[config.mk]
export PLATFORM = sky130hd
export DESIGN_NAME = mbag_top
export DESIGN_NICKNAME = d
export VERILOG_FILES = /design/src/rtl/mbag_modwrap.v /design/src/rtl/mbag_top.v
export VERILOG_INCLUDE_DIRS = /design/src /design/src/shared
export SDC_FILE = /design/constraint.sdc
export NUM_CORES = 1
export LEC_CHECK = 0
export BUFFER_PORTS_ARGS = -buffer_cell sky130_fd_sc_hd__buf_4
export CORE_MARGIN = 2
export CORE_UTILIZATION = 45
export CTS_BUF_LIST = sky130_fd_sc_hd__clkbuf_4
export CTS_CLUSTER_SIZE = 12
export DETAILED_ROUTE_END_ITERATION = 8
export GPL_TIMING_DRIVEN = 0
export PLACE_DENSITY = 0.62
export SLEW_MARGIN = 20
export SYNTH_ARGS = -nofsm -noshare
export SYNTH_HDL_FRONTEND = slang
export SYNTH_SLANG_ARGS = --single-unit
[constraint.sdc]
create_clock -name clk_in -period 10.6 [get_ports clk_in]
set_input_delay 1.06 -clock clk_in [delete_from_list [all_inputs] [get_ports clk_in]]
set_output_delay 1.06 -clock clk_in [all_outputs]
set_load 0.02 [all_outputs]
[src/shared/mbag_defines.vh]
// Purpose: constants for the modulo / bit-reversed address generator
// Assumes: 16-bit data addresses, 32-bit apb data
// Notes:   included by rtl/mbag_top.v and rtl/mbag_modwrap.v
`ifndef MBAG_DEFINES_VH
`define MBAG_DEFINES_VH

// ------------------------------------------------------------
// register byte offsets
// ------------------------------------------------------------
`define MBAG_OFF_BREV      8'h00
`define MBAG_OFF_MODCTL    8'h04
`define MBAG_OFF_MODSTART  8'h08
`define MBAG_OFF_MODEND    8'h0C
`define MBAG_OFF_STATUS    8'h10

// ------------------------------------------------------------
// field positions and reset values
// ------------------------------------------------------------
`define MBAG_BREV_EN_BIT   15
`define MBAG_BREV_MOD_MSB  14
`define MBAG_MOD_EN_BIT    15
`define MBAG_BWP_MSB       7
`define MBAG_BWP_LSB       4
`define MBAG_XWP_MSB       3
`define MBAG_XWP_LSB       0
`define MBAG_RST16         16'h0000
`define MBAG_STACK_SEL     4'hF

// ------------------------------------------------------------
// addressing modes from the pipeline
// ------------------------------------------------------------
`define MBAG_AM_IND        3'h0
`define MBAG_AM_POSTINC    3'h1
`define MBAG_AM_POSTDEC    3'h2
`define MBAG_AM_PREINC     3'h3
`define MBAG_AM_PREDEC     3'h4
`define MBAG_AM_OFFSET     3'h5

// ------------------------------------------------------------
// access steps
// ------------------------------------------------------------
`define MBAG_STEP_BYTE     16'h0001
`define MBAG_STEP_WORD     16'h0002

`endif

[src/rtl/mbag_modwrap.v]
// Purpose: modulo boundary correction of one address
// Assumes: start <= end, buffer inside 16-bit space
// Notes:   purely combinational
`include "mbag_defines.vh"

module mbag_modwrap
#(
  parameter AW = 16
)
(
  // control
  input  wire          en_in,
  input  wire          dec_in,
  // bounds and value
  input  wire [AW-1:0] start_in,
  input  wire [AW-1:0] end_in,
  input  wire [AW-1:0] addr_in,
  // result
  output reg  [AW-1:0] addr_out
);

  wire [AW-1:0] len;

  assign len = end_in - start_in + {{(AW-1){1'b0}}, 1'b1};

  // ----------------------------------------------------------
  // boundary check, beyond as well as equal
  // ----------------------------------------------------------
  always @*
  begin
    addr_out = addr_in;
    if (en_in && !dec_in && (addr_in > end_in))     // see RULE_02 see RULE_03
    begin
      addr_out = addr_in - len;
    end
    else if (en_in && dec_in && (addr_in < start_in)) // see RULE_02 see RULE_03
    begin
      addr_out = addr_in + len;
    end
  end

endmodule

[src/rtl/mbag_top.v]
// Purpose: effective address generator with modulo and bit-reversed modes
// Assumes: apb slave, pipeline requests on clk_in, one request per cycle
// Notes:   results appear one cycle after the request
//
// Behaviour
// RULE_01: modulo correction may apply to any selected working register.
// RULE_02: incrementing checks upper bound, decrementing checks lower bound.
// RULE_03: addresses beyond a bound are wrapped, not only equal ones.
// RULE_04: corrected pointer written back only for pre/post modify modes.
// RULE_05: register-plus-offset address corrected, pointer left unchanged.
// RULE_06: bit-reversed addressing only on x generator data writes.
// RULE_07: only the modifier is bit-reversed; pointer stays normal order.
// RULE_08: bit reverse disabled when write pointer select is stack code.
// RULE_09: bit reverse needs enable bit and pre/post increment indirect.
// RULE_10: software aligns a 2^N byte buffer to zero low N bits.
// RULE_11: low fifteen bits of bit-reverse control are the modifier.
// RULE_12: bit reverse assumes words; modifier scaled, address lsb forced zero.
// RULE_13: byte writes or other modes give normal addresses.
// RULE_14: bit reverse adds pointer and modifier, ignores normal increment.
// RULE_15: bit reverse takes precedence over modulo for data writes.
// RULE_16: software avoids reading via bit-reverse pointer right after control write.
`include "mbag_defines.vh"

module mbag_top
#(
  parameter AW = 16
)
(
  // clock and reset
  input  wire          clk_in,
  input  wire          reset_n_in,
  // apb slave
  input  wire          psel_in,
  input  wire          penable_in,
  input  wire          pwrite_in,
  input  wire [7:0]    paddr_in,
  input  wire [31:0]   pwdata_in,
  output reg  [31:0]   prdata_out,
  output wire          pready_out,
  output wire          pslverr_out,
  // pipeline request
  input  wire          req_valid_in,
  input  wire [3:0]    req_wreg_in,
  input  wire [2:0]    req_mode_in,
  input  wire          req_write_in,
  input  wire          req_byte_in,
  input  wire          req_xagu_in,
  input  wire [AW-1:0] req_ptr_in,
  input  wire [AW-1:0] req_offset_in,
  // memory address and pointer write-back
  output reg           ea_valid_out,
  output reg  [AW-1:0] ea_out,
  output reg           wb_valid_out,
  output reg  [3:0]    wb_wreg_out,
  output reg  [AW-1:0] wb_value_out,
  output reg           brev_used_out
);

  // ----------------------------------------------------------
  // registers
  // ----------------------------------------------------------
  reg  [15:0]   bitrev_control_q;
  reg  [15:0]   modulo_control_q;
  reg  [AW-1:0] mod_start_q;
  reg  [AW-1:0] mod_end_q;

  wire          apb_wr;
  wire          addr_hit;

  assign addr_hit    = (paddr_in == `MBAG_OFF_BREV)     ||
                       (paddr_in == `MBAG_OFF_MODCTL)   ||
                       (paddr_in == `MBAG_OFF_MODSTART) ||
                       (paddr_in == `MBAG_OFF_MODEND)   ||
                       (paddr_in == `MBAG_OFF_STATUS);
  assign apb_wr      = psel_in && penable_in && pwrite_in && addr_hit;
  assign pready_out  = 1'b1;
  assign pslverr_out = psel_in && penable_in && !addr_hit;

  always @(posedge clk_in)
  begin
    if (!reset_n_in)
    begin
      bitrev_control_q <= `MBAG_RST16;
      modulo_control_q <= `MBAG_RST16;
      mod_start_q      <= {AW{1'b0}};
      mod_end_q        <= {AW{1'b0}};
    end
    else if (apb_wr)
    begin
      case (paddr_in)
        `MBAG_OFF_BREV:     bitrev_control_q <= pwdata_in[15:0];
        `MBAG_OFF_MODCTL:   modulo_control_q <= pwdata_in[15:0];
        `MBAG_OFF_MODSTART: mod_start_q      <= pwdata_in[AW-1:0];
        `MBAG_OFF_MODEND:   mod_end_q        <= pwdata_in[AW-1:0];
        default:            mod_end_q        <= mod_end_q;
      endcase
    end
  end

  // ----------------------------------------------------------
  // read data
  // ----------------------------------------------------------
  always @(posedge clk_in)
  begin
    if (!reset_n_in)
    begin
      prdata_out <= 32'h00000000;
    end
    else if (psel_in && !penable_in && !pwrite_in)
    begin
      case (paddr_in)
        `MBAG_OFF_BREV:     prdata_out <= {16'h0000, bitrev_control_q};
        `MBAG_OFF_MODCTL:   prdata_out <= {16'h0000, modulo_control_q};
        `MBAG_OFF_MODSTART: prdata_out <= {{(32-AW){1'b0}}, mod_start_q};
        `MBAG_OFF_MODEND:   prdata_out <= {{(32-AW){1'b0}}, mod_end_q};
        `MBAG_OFF_STATUS:   prdata_out <= {{(31-AW){1'b0}}, brev_used_out, ea_out};
        default:            prdata_out <= 32'h00000000;
      endcase
    end
  end

  // ----------------------------------------------------------
  // field decode
  // ----------------------------------------------------------
  wire          bitrev_enable;
  wire [14:0]   brev_modifier;
  wire [3:0]    write_pointer_select;
  wire [3:0]    mod_pointer_select;
  wire          mod_enable;

  assign bitrev_enable        = bitrev_control_q[`MBAG_BREV_EN_BIT];
  assign brev_modifier        = bitrev_control_q[`MBAG_BREV_MOD_MSB:0]; // see RULE_11
  assign write_pointer_select = modulo_control_q[`MBAG_BWP_MSB:`MBAG_BWP_LSB];
  assign mod_pointer_select   = modulo_control_q[`MBAG_XWP_MSB:`MBAG_XWP_LSB];
  assign mod_enable           = modulo_control_q[`MBAG_MOD_EN_BIT];

  // ----------------------------------------------------------
  // bit reversal helper
  // ----------------------------------------------------------
  function [AW-1:0] rev;
    input [AW-1:0] v;
    integer i;
    begin
      rev = {AW{1'b0}};
      for (i = 0; i < AW; i = i + 1)
      begin
        rev[i] = v[AW-1-i];
      end
    end
  endfunction

  // ----------------------------------------------------------
  // mode decode
  // ----------------------------------------------------------
  wire          is_inc_mode;
  wire          is_modify;
  wire          is_pre;
  wire          is_dec;
  wire          brev_act;
  wire          mod_act;
  wire [AW-1:0] step;

  assign is_inc_mode = (req_mode_in == `MBAG_AM_POSTINC) ||
                       (req_mode_in == `MBAG_AM_PREINC);
  assign is_modify   = is_inc_mode ||
                       (req_mode_in == `MBAG_AM_POSTDEC) ||
                       (req_mode_in == `MBAG_AM_PREDEC);
  assign is_pre      = (req_mode_in == `MBAG_AM_PREINC) ||
                       (req_mode_in == `MBAG_AM_PREDEC);
  assign is_dec      = (req_mode_in == `MBAG_AM_POSTDEC) ||
                       (req_mode_in == `MBAG_AM_PREDEC)  ||
                       ((req_mode_in == `MBAG_AM_OFFSET) && req_offset_in[AW-1]);
  assign step        = req_byte_in ? `MBAG_STEP_BYTE : `MBAG_STEP_WORD;

  // see RULE_06 see RULE_08 see RULE_09 see RULE_13
  assign brev_act = bitrev_enable && req_xagu_in && req_write_in && !req_byte_in &&
                    is_inc_mode && (write_pointer_select != `MBAG_STACK_SEL) &&
                    (req_wreg_in == write_pointer_select);
  // any working register may be the modulo pointer
  assign mod_act  = mod_enable && (req_wreg_in == mod_pointer_select); // see RULE_01

  // ----------------------------------------------------------
  // normal and modulo arithmetic
  // ----------------------------------------------------------
  wire [AW-1:0] modified_raw;
  wire [AW-1:0] offset_raw;
  wire [AW-1:0] modified_cor;
  wire [AW-1:0] offset_cor;

  assign modified_raw = is_dec ? (req_ptr_in - step) : (req_ptr_in + step);
  assign offset_raw   = req_ptr_in + req_offset_in;

  mbag_modwrap #(.AW(AW)) u_wrap_mod
  (
    .en_in    (mod_act),
    .dec_in   (is_dec),
    .start_in (mod_start_q),
    .end_in   (mod_end_q),
    .addr_in  (modified_raw),
    .addr_out (modified_cor)
  );

  mbag_modwrap #(.AW(AW)) u_wrap_off
  (
    .en_in    (mod_act),
    .dec_in   (is_dec),
    .start_in (mod_start_q),
    .end_in   (mod_end_q),
    .addr_in  (offset_raw),
    .addr_out (offset_cor)          // see RULE_05
  );

  // ----------------------------------------------------------
  // bit-reversed arithmetic
  // ----------------------------------------------------------
  wire [AW-1:0] brev_mod_bytes;
  wire [AW-1:0] brev_next;

  // modifier scaled to bytes; only it is treated reversed
  assign brev_mod_bytes = {brev_modifier[AW-2:0], 1'b0};              // see RULE_12
  assign brev_next      = rev(rev(req_ptr_in) + rev(brev_mod_bytes)); // see RULE_07 see RULE_14

  // ----------------------------------------------------------
  // effective address and write-back selection
  // ----------------------------------------------------------
  reg  [AW-1:0] ea_d;
  reg  [AW-1:0] wb_d;
  reg           wb_en_d;

  always @*
  begin
    ea_d    = req_ptr_in;
    wb_d    = req_ptr_in;
    wb_en_d = 1'b0;
    if (brev_act)                                // see RULE_15
    begin
      wb_d    = {brev_next[AW-1:1], 1'b0};       // see RULE_12
      wb_en_d = 1'b1;
      ea_d    = is_pre ? {brev_next[AW-1:1], 1'b0} : {req_ptr_in[AW-1:1], 1'b0};
    end
    else if (is_modify)
    begin
      wb_d    = modified_cor;
      wb_en_d = 1'b1;                            // see RULE_04
      ea_d    = is_pre ? modified_cor : req_ptr_in;
    end
    else if (req_mode_in == `MBAG_AM_OFFSET)
    begin
      ea_d    = offset_cor;                      // see RULE_05
      wb_en_d = 1'b0;
    end
  end

  // ----------------------------------------------------------
  // output registers
  // ----------------------------------------------------------
  always @(posedge clk_in)
  begin
    if (!reset_n_in)
    begin
      ea_valid_out  <= 1'b0;
      ea_out        <= {AW{1'b0}};
      wb_valid_out  <= 1'b0;
      wb_wreg_out   <= 4'h0;
      wb_value_out  <= {AW{1'b0}};
      brev_used_out <= 1'b0;
    end
    else
    begin
      ea_valid_out <= req_valid_in;
      wb_valid_out <= req_valid_in && wb_en_d;   // see RULE_04
      if (req_valid_in)
      begin
        ea_out        <= ea_d;
        wb_wreg_out   <= req_wreg_in;
        wb_value_out  <= wb_d;
        brev_used_out <= brev_act;
      end
    end
  end

endmodule

== After elaboration in Yosys (flattened, before gate mapping) ==
Index checks and enable logic that the tools add are counted.

* Flip-flop bits (word level): 135
* Latch bits: 0
* RAM bits: 0
* ROM bits: 0
* Input port bits: 88
* Output and inout bits: 73
* Logic and storage cells: 94
* Memories: 0

* Add/subtract/negate cells: 10
* Multiply operators: 0
* Divide/modulo/power cells: 0
* $lt $le $gt $ge: 4
* Eq/ne operators: 12
* Shifts and indexed selects: 0
* Mux-type cells: 16
* Bitwise logic cells: 0
* Reduce and logical (&&, ||, !) cells: 41

{| class="wikitable"
|+ Operators by type and width
! operator !! number
|-
| 16-bit two-way mux || 12
|-
| 17-bit case mux with 5 select lines || 1
|-
| 16-bit adder || 3
|-
| 16-bit subtractor || 3
|-
| 16-bit greater-than comparator || 2
|-
| 16-bit < comparator || 2
|-
| 1-bit logical AND || 21
|-
| 16-bit by 1-bit adder with 16-bit output, second input constant || 1
|-
| 16-bit by 2-bit adder with 16-bit output || 1
|-
| 8-bit by 4-bit == test with 1-bit output, second input constant || 2
|-
| 16-bit by 2-bit subtractor with 16-bit output || 1
|-
| 15-bit adder || 1
|-
| 1-bit logical OR || 10
|-
| 4-bit == test || 2
|-
| 8-bit by 3-bit == test with 1-bit output, second input constant || 1
|-
| 8-bit by 5-bit == test with 1-bit output, second input constant || 1
|-
| 8-bit logical NOT || 1
|-
| 2-bit AND reduction || 4
|-
| 3-bit by 2-bit == test with 1-bit output, second input constant || 2
|-
| 3-bit == test, second input constant || 2
|-
| 1-bit logical NOT || 5
|-
| 4-bit != test, second input constant || 1
|-
| 3-bit by 1-bit == test with 1-bit output, second input constant || 1
|-
| 1-bit two-way mux || 2
|-
| 2-bit two-way mux || 1
|}

== Logic depth before layout (Yosys ltp) ==
Gate-level depths: netlist (run 1).

* Depth after elaboration: 11
* Depth in mapped cells: 28
* Depth with buffers taken out: 26

== Modules after synthesis ==
A second synthesis (run 1) with hierarchy kept.

* Cell total of the unflattened synthesis: 1926
* Area total of the unflattened synthesis: 14903.0 µm²

{| class="wikitable"
|+ Modules (own cells, without submodules)
! module !! instances !! cells each !! area each (µm²) !! seq. area each (µm²)
|-
| mbag_top || 1 || 1041 || 8429.3 || 2402.3
|-
| mbag_modwrap at u_wrap_mod || 1 || 439 || 3245.6 || 0.0
|-
| mbag_modwrap at u_wrap_off || 1 || 446 || 3228.1 || 0.0
|}

== Worst setup path after synthesis (run 1) ==
No wires, ideal clock.

* Path type: input to register
* Start point: input req_mode_in[2]
* End point: register ea_out[6]
* Library setup time: 0.134 ns
* Arrival: 5.670 ns
* Required time: 10.466 ns
* Slack: 4.796 ns
* Stages: 28
* Path buffers: 2
* Cell sequence: buf_6 nor2b_4 a22o_4 nand2_1 inv_1 ha_1 nor2b_1 o21a_1 o21ai_0 a21oi_1 a211o_1 a31o_2 a21oi_1 xnor2_1 inv_1 ha_1 nand4_1 nor2_1 o21ai_0 a31oi_1 o31a_1 buf_2 a221o_1 a22o_2 a221oi_1 a31oi_1 a21oi_1 a21oi_1

* Word-level cells in the longest chain between the ends: 11
* Elaborated cells on any way between the ends: 36
* Those cells by class: 2 x add/sub; 2 x order compare; 5 x eq/ne; 10 x mux; 17 x reduce/logical

{| class="wikitable"
|+ Ends and longest elaborated chain
! item !! line !! RTL
|-
| from (decl) || mbag_top.v:44 || <nowiki>input wire [2:0] req_mode_in,</nowiki>
|-
| 3-bit by 2-bit == test with 1-bit output (no line) or 3-bit == test (tied branches) || - ||
|-
| 1-bit logical OR or 1-bit logical AND (tied branches) || mbag_top.v:170, mbag_top.v:172 ||
|-
| 1-bit logical OR || mbag_top.v:170 || <nowiki>assign is_dec = (req_mode_in == `MBAG_AM_POSTDEC) ||</nowiki>
|-
| 16-bit two-way mux || mbag_top.v:190 || <nowiki>assign modified_raw = is_dec ? (req_ptr_in - step) : (req_ptr_in + step);</nowiki>
|-
| 16-bit < comparator || mbag_modwrap.v:36 || <nowiki>else if (en_in && dec_in && (addr_in < start_in))</nowiki>
|-
| 1-bit logical AND || mbag_modwrap.v:36 ||
|-
| 16-bit two-way mux || mbag_modwrap.v:36 ||
|-
| 16-bit two-way mux || mbag_modwrap.v:32 || <nowiki>if (en_in && !dec_in && (addr_in > end_in))</nowiki>
|-
| 16-bit two-way mux || mbag_top.v:245 || <nowiki>ea_d = is_pre ? modified_cor : req_ptr_in;</nowiki>
|-
| 16-bit two-way mux || mbag_top.v:241 || <nowiki>else if (is_modify)</nowiki>
|-
| 16-bit two-way mux (*) || mbag_top.v:235 || <nowiki>if (brev_act)</nowiki>
|-
| to (signal assigned) || mbag_top.v:262 || <nowiki>ea_out <= {AW{1'b0}};</nowiki>
|-
| to (decl) || mbag_top.v:52 || <nowiki>output reg [AW-1:0] ea_out,</nowiki>
|}

Every way passes the cells marked *; elsewhere a longest branch is shown, timed or not.
A chain may end at the register's enable or synchronous reset.

== Worst setup path in the final report (run 1) ==
* Start point: input req_offset_in[15]
* End point: register ea_out[14]

* Word-level cells in the longest chain between the ends: 10
* Elaborated cells on any way between the ends: 25
* Those cells by class: 3 x add/sub; 4 x order compare; 9 x mux; 9 x reduce/logical

{| class="wikitable"
|+ Ends and longest elaborated chain
! item !! line !! RTL
|-
| from (decl) || mbag_top.v:49 || <nowiki>input wire [AW-1:0] req_offset_in,</nowiki>
|-
| branches (longest 8 deep; another with 16-bit adder) || - ||
|-
| 16-bit two-way mux (*) || mbag_top.v:241 ||
|-
| 16-bit two-way mux (*) || mbag_top.v:235 ||
|}

Every way passes the cells marked *.

==> results of run 1 <==
## kinds of logic (layout without fill, tap and decap cells)
kind of cell    after synthesis  after routing  synth area share, %
simple gates                526            526                18.10
xor+xnor                     76             76                5.000
flops                       120            120                18.05
buf+inv                     203            358                6.391
fa+ha+maj                   203            203                19.53
compound gates              582            582                31.07
other cells                   2             16              0.05641
mux                          24             24                1.805
## synthesized netlist by cell type (4+ instances only)
master      n
o21ai_1     4
a22oi_1     9
dfxtp_1   120
clkbuf_1   61
o22ai_1    20
mux2i_1    24
nor2_1    125
a21oi_1   110
buf_2       7
nand4_1    16
nor2b_1    50
o211ai_1   13
o221ai_1   18
a22o_1     22
o211a_1    20
ha_1      195
buf_1       6
or2_2       9
a21boi_0   51
o311a_1     4
xnor2_1    55
buf_4      17
or3_1      11
and3_1      8
o21ai_0    92
a222oi_1   16
and2_1     11
a221o_1    14
nand3_1    16
xor2_1     21
a31oi_1    22
o21a_1     19
a211oi_1   18
a311oi_1    4
o31a_1      4
a221oi_1   10
o21bai_1   22
nor3_1     32
a21o_1     35
fa_1        8
inv_1     108
nand2b_1   16
a211o_1    10
a31o_2      6
nand2_1   215
## path summary, 6_finish.rpt
kind	slack, ns	endpoint	cells past startpoint	start
worst min register to register	0.47	modulo_control_q[14]	2	modulo_control_q[14]
worst min-delay path	0.47	modulo_control_q[14]	2	modulo_control_q[14]
worst max register to register	4.88	ea_out[14]	21	mod_start_q[2]
worst max-delay path	3.33	ea_out[14]	24	req_offset_in[15]
## area by class of cell
cell class	count	area (um2)	area share (%)
multi-input combinational	1427	10120	67.13
sequential	120	2402	15.94
timing repair buffer	124	930.9	6.176
tap	384	480.5	3.188
buffer	94	441.7	2.930
inverter	109	409.1	2.715
clock inverter	14	161.4	1.071
clock buffer	17	127.6	0.8467
## flip-flops by register name, indices dropped and copies added, names as in the netlist
name / flops
prdata_out: 17
bitrev_control_q: 16
ea_out: 16
mod_end_q: 16
mod_start_q: 16
modulo_control_q: 16
wb_value_out: 16
wb_wreg_out: 4
brev_used_out: 1
ea_valid_out: 1
wb_valid_out: 1
## worst max-delay path, stage by stage
cell and delay, ns:
buf_4 0.12, nand2b_1 0.15, a22o_4 0.35, ha_1 0.34
nor2b_1 0.14, o21ai_0 0.21, a21oi_1 0.13, o21ai_0 0.64
a211oi_1 0.16, o21ai_0 0.30, o21ai_0 0.16, xor2_1 0.67
ha_1 0.38, nand4_1 0.14, nor2_1 0.08, o21ai_0 0.07
a31oi_1 0.10, o31ai_2 0.83, buf_2 0.37, a21oi_1 0.07
a311o_1 0.33, a211oi_1 0.58, nor2_1 0.11, o21a_1 0.20
## layer usage
layer	vias up	GRT usage, %	routed length (um)
met3	143	8.096	5558
li1	6619	-	-
met4	0	13.91	2420
met2	728	52.36	23090
met1	6623	43.81	21960
met5	-	0	0
## report_power, final
group	switching, uW	internal, uW
Combinational	515	313
Clock	222	145
Sequential	16.5	467
## placed cells by master (no fill, tap or decap), types with 16 or more instances in the layout
cell type / n
ha_1: 195
nand2_1: 215
mux2i_1: 24
clkbuf_1: 61
a31oi_1: 22
conb_1: 16
nand4_1: 16
a22o_1: 22
o21ai_0: 92
o211a_1: 20
o22ai_1: 20
dfxtp_1: 120
a222oi_1: 16
a21o_1: 35
o21a_1: 19
nor2_1: 125
clkbuf_4: 17
xor2_1: 21
o21bai_1: 22
inv_1: 108
a21boi_0: 51
a21oi_1: 110
nor2b_1: 50
xnor2_1: 55
nand2b_1: 16
buf_4: 141
a211oi_1: 18
nor3_1: 32
nand3_1: 16
o221ai_1: 18
## stage by stage
| step | total power (uW) | util [%] | cells |
|---|---|---|---|
| 2_1_floorplan | 1028 | - | 1750 |
| 3_3_place_gp | 1283 | 51.07 | 2258 |
| 3_5_place_dp | 1293 | 51.09 | 2258 |
| 4_1_cts | 1651 | 52.09 | 2289 |
| 5_1_grt | 1763 | 52.09 | 2289 |
| 6_report | 1679 | 52.09 | 2289 |
==> results.txt, run 1 <==
crit path max fanout: 17
Post-synth EDFFs: 0
Worst Clk Skew: 0.05264 ns
Leakage: 0.006561 uW
Initial Util: 46.01%
Reg clk slew, reported paths: 0.13 ns
Longest Clk Path Bufs: 2
PwrDens: 111.4 nW/um2
Final Cell Area: 15070 um2
CP Launch Type: input pin
clk_lat worst skew: 0.56 ns
status: finished clean
num ports: 161
Area Overhead vs Synth: 13.21%
synth warn: 0
hpwl dp: 42.77 mm
worst min path class: reg2reg
largest net degree at the start of global routing: 18
Die ar.: 30980 um2
Cells after Synth: 1736
DR vias: 14110
Tot GR Track Use: 33.37%
Initial DRT Pass Iterations: 7
Filler Cell Count: 2917
Setup Slack @ Placement: 2.887 ns
Worst Setup End Kind: flop
Post-CTS Hold Fix Bufs: 0
initial antenna violation count: 1
worst hold slack: 0.4685 ns
vias in the first global route: 12970
post-synthesis instance area: 13310 um2
final hold violation count: 0
Synth Flop Type: dfxtp_1
TritonCTS clock tree: done
final wirelength: 53.04 mm
RSZ-0062 raised after global routing: no
DIE WIDTH: 176 um
vias per std cell: 6.166
setup violators final: 0
layout cell share with drive strength beyond 1: 11.08%
htree depth: 4
GRT overflow: 0
Num Clock Sinks: 120
post-cts sizing count: 0
Initial DRC Count: 1477
Slew Viols, Final: 0
global-route wire length before repair: 77.89 mm
Core Area: 28940 um2
Worst Setup Path Type: in2reg
drt drc: 0
WL per Instance: 23.17 um
post-route setup TNS: 0 ns
fin crit period: 7.271 ns
row cnt: 62
clk root buf: clkbuf_4
post-synth cell types: 85
synth top area cells: ha_1 (18%), dfxtp_1 (18%), nand2_1 (6.1%)
Placed Instance Area: 14780 um2
Post-DRT Antenna Nets: 0
Antenna Cells: 0
Seq/Total Area, Yosys: 18.05%
CP Data Required Time: 11.04 ns
Max VDD drop: 0.09592 mV
port buffer count: 124
Final Net Count: 2184
top cell type's share of synthesized area: 18.33%
Yosys top cell by area: ha_1
Worst Setup Slack, final: 3.329 ns
Num CTS Buffers: 17
FFs w/ async S/R, synth: 0%
CP arrival: 7.71 ns
fin crit share: 68.59%
Die Span Y: 176 um
RePlAce Congestion: 0.9481
Least-Margin Pin Slew: 1.088 ns
worst rel slew slack: 26.95%
f_max: 0.1375 GHz
# Post-CTS Setup Buffers: 0
syn_area_per_cell: 7.669 um2
Synth Register Bits: 120
# Max-Cap Violations: 0
Power figures use the tool's default switching activity.
==> run 2: changes to the inputs <==
==> constraint.sdc (replaced) <==
create_clock -name clk_in -period 7.1 [get_ports clk_in]
set_input_delay 0.71 -clock clk_in [delete_from_list [all_inputs] [get_ports clk_in]]
set_output_delay 0.71 -clock clk_in [all_outputs]
set_load 0.02 [all_outputs]
==> run 2 against run 1 <==
Effect of this change:
- count of clock-buffer cells in the layout stayed put
- cell count stayed put
- register-to-register slack worse by 3.5 ns
- clock skew hardly changed
- core utilization hardly changed
- largest power group unchanged
- non-clock buffer count stayed put
- clock power is 50% higher
- power is 49% higher
- sequential power is 49% higher
- sequential share of layout area hardly changed
- via count is 0.13% lower
- flip-flop and latch count stayed put
==> results.txt, run 2 (synthesized netlist as in run 1, its figures left out) <==
status: finished clean
slack of the worst reg-to-reg path: 1.41 ns (-3.47 ns)
Post-DRT Antenna Nets: 0 (unchanged)
Tot GR Track Use: 33.37% (unchanged)
global-route wire length before repair: 77.89 mm (unchanged)
vias per std cell: 6.157 (-0.13%)
Final Net Count: 2184 (unchanged)
post-cts sizing count: 0 (unchanged)
vias in the first global route: 12970 (unchanged)
clk_lat worst skew: 0.56 ns (about the same)
num ports: 161 (unchanged)
final wirelength: 53.00 mm (about the same)
RePlAce Congestion: 0.9481 (unchanged)
Worst Setup Slack, final: 0.4424 ns (-2.887 ns)
Reg area: 2402 um2 (unchanged)
CP Data Required Time: 7.54 ns (-3.50 ns)
max reg flops: 17 (unchanged)
Num CTS Buffers: 17 (unchanged)
worst min path class: in2reg
Worst Clk Skew: 0.05307 ns (+0.0004308 ns)
Filler Cell Count: 2917 (unchanged)
Max VDD drop: 0.1432 mV (+49%)
Worst Setup End Kind: flop
clk root buf: clkbuf_4
port buffer count: 124 (unchanged)
Antenna Cells: 0 (unchanged)
Die ar.: 30980 um2 (unchanged)
TritonCTS clock tree: done
Setup Slack @ Placement: -0.2628 ns (-3.150 ns)
Longest Clk Path Bufs: 2 (unchanged)
crit path max fanout: 17 (unchanged)
Slew Viols, Final: 0 (unchanged)
layout cell share with drive strength beyond 1: 11.08% (unchanged)
worst rel slew slack: 26.98% (about the same)
DR vias: 14090 (-0.13%)
Post-CTS Hold Fix Bufs: 0 (unchanged)
# Post-CTS Setup Buffers: 0 (unchanged)
htree depth: 4 (unchanged)
Core Area: 28940 um2 (unchanged)
# Max-Cap Violations: 0 (unchanged)
commonest non-fill, non-tap cell in the layout: nand2_1
Die Span Y: 176 um (unchanged)
final hold violation count: 0 (unchanged)
Initial DRC Count: 1499 (+1.5%)
CP Launch Type: input pin
Initial Util: 46.01% (unchanged)
PwrDens: 166.2 nW/um2 (+49%)
RSZ-0062 raised after global routing: no
DIE WIDTH: 176 um (unchanged)
Reg clk slew, reported paths: 0.17 ns (+0.04 ns)
Leakage: 0.006562 uW (about the same)
hpwl dp: 42.77 mm (unchanged)
GRT overflow: 0 (unchanged)
CP arrival: 7.10 ns (-0.61 ns)
setup violators final: 0 (unchanged)
most frequent cells in the layout: nand2_1 (215), ha_1 (195), buf_4 (141)
Worst Setup Path Type: in2reg
fin crit share: 93.77%
initial antenna violation count: 1 (unchanged)
Biggest register: prdata_out
f_max: 0.1502 GHz
Num Clock Sinks: 120 (unchanged)
Least-Margin Pin Slew: 1.087 ns (-0.0003992 ns)
largest net degree at the start of global routing: 18 (unchanged)
Area Overhead vs Synth: 13.28% (about the same)
multi-input gate area in the final layout: 10130 um2 (about the same)
row cnt: 62 (unchanged)
fin crit period: 6.658 ns
drt drc: 0 (unchanged)
Initial DRT Pass Iterations: 7 (unchanged)
WL per Instance: 23.16 um (about the same)
post-route setup TNS: 0 ns (unchanged)
run 2: cell count changes in the layout (fill, tap and decap cells not counted):
cell	before	now
o31ai_2	1	0
o31ai_4	0	1
run 2: path summary, 6_finish.rpt:
kind | from | end | depth (start not counted)
max reg2reg | mod_start_q[2] | ea_out[14] | 21
min | pwdata_in[4] | modulo_control_q[4] | 3
min reg2reg | modulo_control_q[14] | modulo_control_q[14] | 2
max | req_offset_in[15] | ea_out[14] | 24
run 2: area by class of cell:
class,count,share of cell area (%)
multi-input cells,1427,67.15
flip-flops and latches,120,15.93
repair buffers,124,6.173
well taps,384,3.186
clock inverters,14,1.070
inverters,109,2.713
clock buffers,17,0.8463
plain buffers,94,2.929
run 2: worst max-delay path: stages:
cell and delay (ns):
buf_4 0.12, nand2b_1 0.15, a22o_4 0.35, ha_1 0.34, nor2b_1 0.14, o21ai_0 0.21
a21oi_1 0.13, o21ai_0 0.64, a211oi_1 0.16, o21ai_0 0.30, o21ai_0 0.16, xor2_1 0.67
ha_1 0.38, nand4_1 0.14, nor2_1 0.08, o21ai_0 0.07, a31oi_1 0.11, o31ai_4 0.58
buf_2 0.34, a21oi_1 0.07, a311o_1 0.33, a211oi_1 0.58, nor2_1 0.11, o21a_1 0.20
run 2: report_power, final:
part	total (uW)	switching, uW	internal, uW
logic	1240	768	467
clock network	549	333	216
registers	722	24.6	697
run 2: per-stage QoR:
stage          hold WS, ns  std cells  utilization (%)  cell area (um2)  total power (uW)
2_1_floorplan       0.4346       1750                -            13370              1534
3_3_place_gp        0.4523       2258            51.07            14780              1916
3_5_place_dp        0.4551       2258            51.09            14780              1931
4_1_cts             0.4181       2289            52.09            15070              2465
5_1_grt             0.4076       2289            52.12            15080              2632
6_report            0.4221       2289            52.12            15080              2506
run 2: layer usage:
metal	track usage, %	part of all wire, %	routed length (um)	vias to the layer above
li1	-	-	-	6617
met1	43.81	41	21950	6618
met2	52.36	44	23080	721
met3	8.096	10	5555	138
met4	13.91	4.6	2414	0
met5	0	0	0	-
